**src/logic/osf_defs.svh**
```systemverilog
`ifndef OSF_DEFS_SVH
`define OSF_DEFS_SVH

// ----------------------------------------------------------------
// ratio select codes
// ----------------------------------------------------------------
`define OSF_SEL_NONE 3'h0
`define OSF_SEL_X64 3'h6
`define OSF_SEL_BAD 3'h7

// ----------------------------------------------------------------
// timing
// ----------------------------------------------------------------
`define OSF_CLK_MHZ 125
`define OSF_BASE_KSPS 200
// cycles between internal sample strobes at base throughput
`define OSF_SAMPLE_CYC ((`OSF_CLK_MHZ * 1000) / `OSF_BASE_KSPS)

`endif

```
**src/logic/osf_pkg.sv**
```systemverilog
package osf_pkg;
   typedef enum logic [1:0] {OSF_IDLE, OSF_WAIT, OSF_ACC, OSF_OUT} osf_state_t;
endpackage : osf_pkg

```
**src/logic/osf_filter.sv**
```systemverilog
// ----------------------------------------------------------------
// Overview of operation
// - the select code maps 000 to no averaging, 001..110 to ratio 2..64, 111 is invalid.
// - sample strobes are paced so throughput is 200 kSPS divided by the ratio.
// - the first sample of a burst is taken on the rising conversion-start edge.
// - remaining samples of the burst come from an internal sample strobe.
// - all samples of a channel in a burst are averaged.
// - exactly one 16-bit word per channel leaves for each conversion start taken in idle; starts during a burst are ignored.
// - results are 16-bit two's complement for every range and channel.
// ----------------------------------------------------------------
`include "osf_defs.svh"

module osf_filter
   import osf_pkg::*;
#(
   parameter int NCH = 8,
   parameter int DW = 16,
   parameter int FIFO_DEPTH = 8,
   parameter int SAMPLE_CYC = `OSF_SAMPLE_CYC
) (
   // clock and reset
   input wire logic mclk_i,
   input wire logic srst_i,
   // pins
   input wire logic [2:0] oversample_ratio_select_i,
   input wire logic conv_start_first_half_i,
   input wire logic conv_start_second_half_i,
   // converter core
   output logic sample_strobe_o,
   input wire logic conv_done_i,
   input wire logic [NCH*DW-1:0] conv_data_i,
   // filtered results
   output logic res_valid_o,
   input wire logic res_ready_i,
   output logic [2:0] res_chan_o,
   output logic [DW-1:0] res_data_o,
   output logic busy_o,
   output logic sel_invalid_o
);
   localparam int AW = DW + 6;
   localparam int CW = $clog2(SAMPLE_CYC + 1);

   // ----------------------------------------------------------------
   // helpers
   // ----------------------------------------------------------------
   function automatic logic [2:0] shift_of(input logic [2:0] sel);
      shift_of = (sel == `OSF_SEL_BAD) ? `OSF_SEL_NONE : sel;
   endfunction : shift_of

   osf_state_t st_ff;
   logic [2:0] ssel1_ff, ssel2_ff, sel_ff;
   logic [1:0] csa_ff, csb_ff;
   logic cs_prev_ff;
   logic cs_now;
   logic [6:0] left_ff;
   logic [CW-1:0] pace_ff;
   logic [AW-1:0] acc_ff [NCH];
   logic [2:0] och_ff;
   logic [2:0] shamt;
   logic fifo_ready;
   logic [AW-1:0] avg;

   // ----------------------------------------------------------------
   // pin synchronisers
   // ----------------------------------------------------------------
   always_ff @(posedge mclk_i)
   begin
      if (srst_i)
      begin
         ssel1_ff <= '0;
         ssel2_ff <= '0;
         csa_ff <= '0;
         csb_ff <= '0;
         cs_prev_ff <= 1'b0;
      end
      else
      begin
         ssel1_ff <= oversample_ratio_select_i;
         ssel2_ff <= ssel1_ff;
         csa_ff <= {csa_ff[0], conv_start_first_half_i};
         csb_ff <= {csb_ff[0], conv_start_second_half_i};
         cs_prev_ff <= cs_now;
      end
   end
   // either half starts all channels; host ties them when averaging
   assign cs_now = csa_ff[1] | csb_ff[1];
   assign shamt = shift_of(sel_ff);

   // ----------------------------------------------------------------
   // burst control
   // ----------------------------------------------------------------
   always_ff @(posedge mclk_i)
   begin
      if (srst_i)
      begin
         st_ff <= OSF_IDLE;
         sel_ff <= '0;
         left_ff <= '0;
         pace_ff <= '0;
         sample_strobe_o <= 1'b0;
         och_ff <= '0;
         busy_o <= 1'b0;
         sel_invalid_o <= 1'b0;
      end
      else
      begin
         sample_strobe_o <= 1'b0;
         sel_invalid_o <= (ssel2_ff == `OSF_SEL_BAD);
         if (pace_ff != '0)
         begin
            pace_ff <= pace_ff - 1'b1;
         end
         case (st_ff)
            OSF_IDLE:
            begin
               busy_o <= 1'b0;
               if (cs_now && !cs_prev_ff && (pace_ff == '0))
               begin
                  sel_ff <= ssel2_ff;
                  left_ff <= 7'(1) << shift_of(ssel2_ff);
                  sample_strobe_o <= 1'b1;
                  pace_ff <= CW'(SAMPLE_CYC - 1);
                  busy_o <= 1'b1;
                  st_ff <= OSF_WAIT;
               end
            end
            OSF_WAIT:
            begin
               if (conv_done_i)
               begin
                  left_ff <= left_ff - 1'b1;
                  st_ff <= OSF_ACC;
               end
            end
            OSF_ACC:
            begin
               if (left_ff == '0)
               begin
                  och_ff <= '0;
                  st_ff <= OSF_OUT;
               end
               else if (pace_ff == '0)
               begin
                  sample_strobe_o <= 1'b1;
                  pace_ff <= CW'(SAMPLE_CYC - 1);
                  st_ff <= OSF_WAIT;
               end
            end
            OSF_OUT:
            begin
               if (fifo_ready)
               begin
                  och_ff <= och_ff + 1'b1;
                  if (och_ff == 3'(NCH - 1))
                  begin
                     st_ff <= OSF_IDLE;
                  end
               end
            end
            default:
            begin
               st_ff <= OSF_IDLE;
            end
         endcase
      end
   end

   // ----------------------------------------------------------------
   // accumulators
   // ----------------------------------------------------------------
   always_ff @(posedge mclk_i)
   begin
      for (int i = 0; i < NCH; i++)
      begin
         if (srst_i || (st_ff == OSF_IDLE))
         begin
            acc_ff[i] <= '0;
         end
         else if ((st_ff == OSF_WAIT) && conv_done_i)
         begin
            // sign-extended sum, six guard bits cover ratio 64
            acc_ff[i] <= acc_ff[i] + {{(AW-DW){conv_data_i[i*DW+DW-1]}}, conv_data_i[i*DW +: DW]};
         end
      end
   end

   // arithmetic shift keeps two's complement
   assign avg = AW'($signed(acc_ff[och_ff]) >>> shamt);

   // ----------------------------------------------------------------
   // result fifo, stalls the output walk when full
   // ----------------------------------------------------------------
   logic [DW+2:0] fifo_out;
   logic fifo_valid;
   osf_fifo #(.W(DW + 3), .D(FIFO_DEPTH)) u_fifo (
      .mclk_i(mclk_i),
      .srst_i(srst_i),
      .in_valid_i(st_ff == OSF_OUT),
      .in_ready_o(fifo_ready),
      .in_data_i({och_ff, avg[DW-1:0]}),
      .out_valid_o(fifo_valid),
      .out_ready_i(res_ready_i && !(res_valid_o && !res_ready_i) || !res_valid_o),
      .out_data_o(fifo_out)
   );

   // registered output stage
   always_ff @(posedge mclk_i)
   begin
      if (srst_i)
      begin
         res_valid_o <= 1'b0;
         res_chan_o <= '0;
         res_data_o <= '0;
      end
      else if (!res_valid_o || res_ready_i)
      begin
         res_valid_o <= fifo_valid;
         res_chan_o <= fifo_out[DW+2:DW];
         res_data_o <= fifo_out[DW-1:0];
      end
   end
endmodule : osf_filter

```
**src/logic/osf_fifo.sv**
```systemverilog
// ----------------------------------------------------------------
// result fifo
// ----------------------------------------------------------------
module osf_fifo #(
   parameter int W = 19,
   parameter int D = 8
) (
   // clock and reset
   input wire logic mclk_i,
   input wire logic srst_i,
   // write side
   input wire logic in_valid_i,
   output logic in_ready_o,
   input wire logic [W-1:0] in_data_i,
   // read side
   output logic out_valid_o,
   input wire logic out_ready_i,
   output logic [W-1:0] out_data_o
);
   localparam int AW = $clog2(D);
   logic [W-1:0] mem_ff [D];
   logic [AW-1:0] wp_ff;
   logic [AW-1:0] rp_ff;
   logic [AW:0] cnt_ff;
   logic wr;
   logic rd;

   // handshakes
   assign wr = in_valid_i && (cnt_ff != (AW+1)'(D));
   assign rd = out_ready_i && (cnt_ff != '0);
   assign in_ready_o = (cnt_ff != (AW+1)'(D));
   assign out_valid_o = (cnt_ff != '0);
   assign out_data_o = mem_ff[rp_ff];

   // storage
   always_ff @(posedge mclk_i)
   begin
      if (wr)
      begin
         mem_ff[wp_ff] <= in_data_i;
      end
   end

   // pointers and fill level
   always_ff @(posedge mclk_i)
   begin
      if (srst_i)
      begin
         wp_ff <= '0;
         rp_ff <= '0;
         cnt_ff <= '0;
      end
      else
      begin
         if (wr)
         begin
            wp_ff <= (wp_ff == AW'(D-1)) ? '0 : wp_ff + 1'b1;
         end
         if (rd)
         begin
            rp_ff <= (rp_ff == AW'(D-1)) ? '0 : rp_ff + 1'b1;
         end
         cnt_ff <= cnt_ff + (AW+1)'(wr) - (AW+1)'(rd);
      end
   end
endmodule : osf_fifo

```
**config.mk**
```make
export PLATFORM = sky130hd
export DESIGN_NAME = osf_filter
export DESIGN_NICKNAME = d
export VERILOG_FILES = /design/src/logic/osf_pkg.sv /design/src/logic/osf_filter.sv /design/src/logic/osf_fifo.sv
export VERILOG_INCLUDE_DIRS = /design/src /design/src/logic
export SDC_FILE = /design/constraint.sdc
export NUM_CORES = 1
export LEC_CHECK = 0
export BUFFER_PORTS_ARGS = -buffer_cell sky130_fd_sc_hd__buf_2
export CAP_MARGIN = 25
export CORE_UTILIZATION = 55
export CTS_CLUSTER_SIZE = 25
export DETAILED_ROUTE_END_ITERATION = 12
export GPL_ROUTABILITY_DRIVEN = 0
export GPL_TIMING_DRIVEN = 0
export PLACE_DENSITY = 0.73
export SYNTH_ARGS = -nofsm -noshare
export SYNTH_HDL_FRONTEND = slang
export SYNTH_HIERARCHICAL = 1
export SYNTH_SLANG_ARGS = --single-unit
```
**constraint.sdc**
```tcl
create_clock -name mclk_i -period 4.6 [get_ports mclk_i]
set_input_delay 0.46 -clock mclk_i [delete_from_list [all_inputs] [get_ports mclk_i]]
set_output_delay 0.46 -clock mclk_i [all_outputs]
set_load 0.005 [all_outputs]
```
======== Word-level counts from Yosys, hierarchy flattened ========
Memory sizes are Yosys's and may differ from the RTL's. A register that Yosys moved wholly into a read port is not among the register bits.
Index checks and enable logic that the tools add are counted.
operators by class
  multiplexer cells ....................... 43
  shifts and indexed selects .............. 2
  add/subtract/negate cells ............... 15
  equality and inequality tests ........... 15
  reduce and logical (&&, ||, !) cells .... 25
  bitwise operators ....................... 9
operators by type and width
  kind                                                                   count
  22-bit adder                                                           8
  22-bit 2-to-1 mux                                                      8
  10-bit 2-to-1 mux                                                      4
  3-bit 2-to-1 mux                                                       8
  22-bit by 3-bit >>> shifter with 16-bit output                         1
  10-bit one-hot mux with 2 select lines                                 1
  3-bit equality test (second input constant)                            5
  7-bit 2-to-1 mux                                                       2
  7-bit one-hot mux with 2 select lines                                  1
  2-bit 2-to-1 mux                                                       6
  10-bit logical NOT                                                     1
  1-bit 2-to-1 mux                                                       10
  2-bit inequality test (second input constant)                          5
  10-bit nonzero test                                                    1
  10-bit by 1-bit subtractor with 10-bit output (second input constant)  1
  3-bit by 1-bit adder with 3-bit output (second input constant)         3
  1-bit bitwise OR                                                       9
  2-bit one-hot mux with 4 select lines                                  1
  1-bit logical AND                                                      7
  7-bit logical NOT                                                      1
  1-bit by 3-bit left shift with 7-bit output (first input constant)     1
  7-bit by 1-bit subtractor with 7-bit output (second input constant)    1
  3-bit one-hot mux with 2 select lines                                  1
  3-bit AND reduction                                                    2
  14 further kinds                                                       21
storage, ports and cells
  bits of input ports ..................... 137
  output and inout bits ................... 23
  RAM bits ................................ 328
  logic and storage cells ................. 128
  memories kept ........................... 2
  register bits after elaboration ......... 50
memory list
  name           depth  bits a word  rd ports  clocked after Yosys merged registers in  write ports  line              source
  acc_ff         8      22           9         1                                        8            osf_filter.sv:57  logic [AW-1:0] acc_ff [NCH];
  u_fifo.mem_ff  8      19           1         1                                        1            osf_fifo.sv:21    logic [W-1:0] mem_ff [D];

======== Logic depth before layout (Yosys ltp) ========
  word-level depth ........................ 7
  depth in mapped cells ................... 11
  depth with buffers taken out ............ 10

======== Hierarchy ========
The synthesis kept the hierarchy.
modules (own cells, without submodules)
  module      cells an instance  area an instance (sq um)  seq. area each (sq um)  times used
  osf_filter  2026               19218.4                   6526.3                  1
  osf_fifo    295                6536.3                    4824.6                  1

======== Worst setup path before layout ========
OpenSTA, ideal clock, no wires.
  path kind ............................... input to register
  start ................................... in srst_i
  end ..................................... mem acc_ff[0][0] (netlist name), enable pin
  setup slack ............................. 977 ps
  stages .................................. 3
  required time ........................... 4138 ps
  buffers on the path ..................... 2
  arrival ................................. 3161 ps
  library setup time ...................... 462 ps
  path through ............................ clkbuf_1 > clkbuf_1 > or2_2
RTL lines
  what         line              source
  from (decl)  osf_filter.sv:23  input wire logic srst_i,
  to (decl)    osf_filter.sv:57

==> results.cfg <==
[flow_run]
cap_viol_max_count = 0

[clocking]
h-tree-depth = 2
postCtsSetupBuffers = 0
cts_resized = 0
clock-sinks = 403
cts_tree = yes
postCtsHoldBufs = 0
clockBufferDepth = 3
path_clk_slew_ps = 60
insertion_delay_ps = 590
cts_buffers = 43
root_buffer = clkbuf_16

[pwr]
sequentialPowerShare = 0.408
powerDensity_mw_per_mm2 = 380
p_sw_mw = 3.40
p_comb_frac = 0.277
power_frac_clock = 0.316
totalPowerFinal_mw = 11.0
p_int_mw = 7.62
p_sw_frac = 0.309
peakVddDrop_uv = 381
p_leak_nw = 11.9

[global_route]
grt_util_all_layers = 0.298
grt_overflow_total = 0
grt_max_degree = 57
grt_pass1_wl_microns = 108000
grt_pass1_vias = 19531
antenna_found_initial = 6

[timing]
rsz0062_at_grt = no
max-slew-margin-rel = 0.286
finalCriticalPeriod_ps = 3970
fmax_ghz = 0.252
worstMarginPinSlew_ps = 1070
timing.final.crit_share = 0.864
setup_viol = 0
layout_setup_ws_ps = 626
finClkSkew_ps = 13.5
drv_slew = 0
finalHoldViolCount = 0
tns_ps = 0

[routing]
postRouteAntennaNets = 0
drt_drc_violations_left = 0
detail_route.wl_per_cell_microns = 22.2
vias = 20238
wl_microns = 70700
dr.pass1.iters = 6
drt_iter0_markers = 1931
via_per_inst = 6.37

[critical_path]
cp.arrival_ps = 4260
critPathCaptureType = flop
cp-endpoint = acc_ff[1][20]
start_kind = flop
r2r_slack_ps = 630
critPathMaxFanout = 10
critPathLaunch = st_ff[1]
critical_path_class = flop to flop
r2r-end = acc_ff[1][20]
r2r_start = st_ff[1]
cp_data_required_time_ps = 4890
reg2reg_depth = 7

[floorplanning]
initial_core_util = 0.563
ios = 160
die_h_microns = 218
core_area_sq_mm = 0.0458
die_w_microns = 218
dieArea_sq_mm = 0.0477
rows = 78

[placed_design]
port_buffers = 159
hpwl_microns = 53900
numPlacedInstances = 3096
post-place-ws_ps = 589

[synth]
syn-num-nets = 2651
ys_types = 84
yosysTopAreaCellShare = 0.382
yosysSeqAreaShare = 0.441
yosys_warnings = 6
netlist_area_sq_mm = 0.0258
synthCells = 2321
syn_area_per_cell_sq_um = 11.1
yosysTopAreaCell = edfxtp_1
synth-main-ff-cell = edfxtp_1
synth_edf_count = 328
synth_area_leaders = edfxtp_1 38%, ha_1 8.9%, mux4_2 6.8%
async_reset_ff_frac = 0
synth-seq-cells = 403

[final_layout]
area_growth_pct = 12.6
nets = 2871
instances_no_fill = 3179
final_cell_mix = 328 x edfxtp_1, 225 x nor2_1, 194 x nand2_1
final_util = 0.633
final_common_cell = edfxtp_1
drive_gt1_frac = 0.164

[outcome]
status = finished, final reports clean

[min_path]
hp-class = input port to flop
cell type report:
class | instances | area, sq um
diodes | 5 | 12.5
plain buffers | 87 | 499
clock buffers | 54 | 1200
clock inverters | 24 | 206
fillers | 3560 | 16800
inverters | 51 | 191
multi-input cells | 1780 | 13700
flip-flops and latches | 403 | 11400
well taps | 600 | 751
repair buffers | 175 | 1030
flip-flops by register name (all words and copies together), names as in the netlist, 4 cells and up, named ones only:
register and flops:
pace_ff 10, acc_ff 176, res_data_o 16, left_ff 7, u_fifo/cnt_ff 4, u_fifo/mem_ff 152
power groups by stage:
stage / Sequential, mW / Clock [mW] / Combinational, mW
2_1_floorplan: 4.48 / 0 / 2.28
5_1_grt: 4.52 / 3.66 / 3.35
6_report: 4.49 / 3.48 / 3.05
3_3_place_gp: 4.56 / 0 / 2.91
4_1_cts: 4.49 / 3.52 / 3.03
3_5_place_dp: 4.56 / 0 / 3.00
critical path, cell delays in order (launching register included):
cell      delay (ps)
dfxtp_1          370
nand2b_1         120
clkbuf_1         280
or3_1            440
clkbuf_1         650
clkbuf_1         830
clkbuf_1         830
nor2_1           140
per-stage QoR:
stage	hold WS [ps]	cell area [sq um]
3_5_place_dp	429	27600
3_3_place_gp	427	27300
4_1_cts	58.1	29000
6_report	87.7	29000
2_1_floorplan	414	25800
5_1_grt	72.9	29000
logic make-up (layout without fill, tap and decap cells):
kind of cell,count (synthesis),count (layout),share of synthesized area
compound gates,565,565,0.142
xor+xnor,120,120,0.0408
fa+ha+maj,193,193,0.0964
buf+inv,138,391,0.0268
flops,403,403,0.441
mux,164,164,0.115
other cells,0,5,0
simple gates,738,738,0.138
cell usage after synthesis, types with 11 or more instances:
library cell,count
a211oi_1,33
a21boi_0,12
a21o_1,64
a21oi_1,167
a31oi_1,30
and2_1,35
and3_1,20
clkbuf_1,57
dfxtp_1,75
edfxtp_1,328
ha_1,184
inv_1,50
mux2_4,18
mux2i_1,43
mux4_1,15
mux4_2,78
nand2_1,194
nand2b_1,25
nand3_1,40
nand4_1,16
nor2_1,228
nor2b_1,29
nor3_1,55
nor3b_1,11
o211ai_1,18
o21a_1,21
o21ai_0,104
o21bai_1,19
o31ai_1,16
or2_2,18
or3_1,16
xnor2_1,60
xor2_1,60
layer usage:
layer / part of all wire / vias up / GRT usage
met5: 0.00040 / - / 0
met4: 0.053 / 4 / 0.153
met3: 0.079 / 202 / 0.0444
met2: 0.46 / 950 / 0.480
met1: 0.41 / 9745 / 0.391
li1: - / 9337 / -
worst min path at each step:
stage	to	cells after the start	slack (ps)	from
floorplan	csa_ff[1]	1	410	csa_ff[0]
global placement	ssel2_ff[2]	1	430	ssel1_ff[2]
detailed placement	csb_ff[1]	1	430	csb_ff[0]
CTS	csb_ff[0]	2	60	conv_start_second_half_i
global route	csb_ff[0]	2	70	conv_start_second_half_i
finish	csb_ff[0]	2	90	conv_start_second_half_i
(Power assumes the default switching activity.)
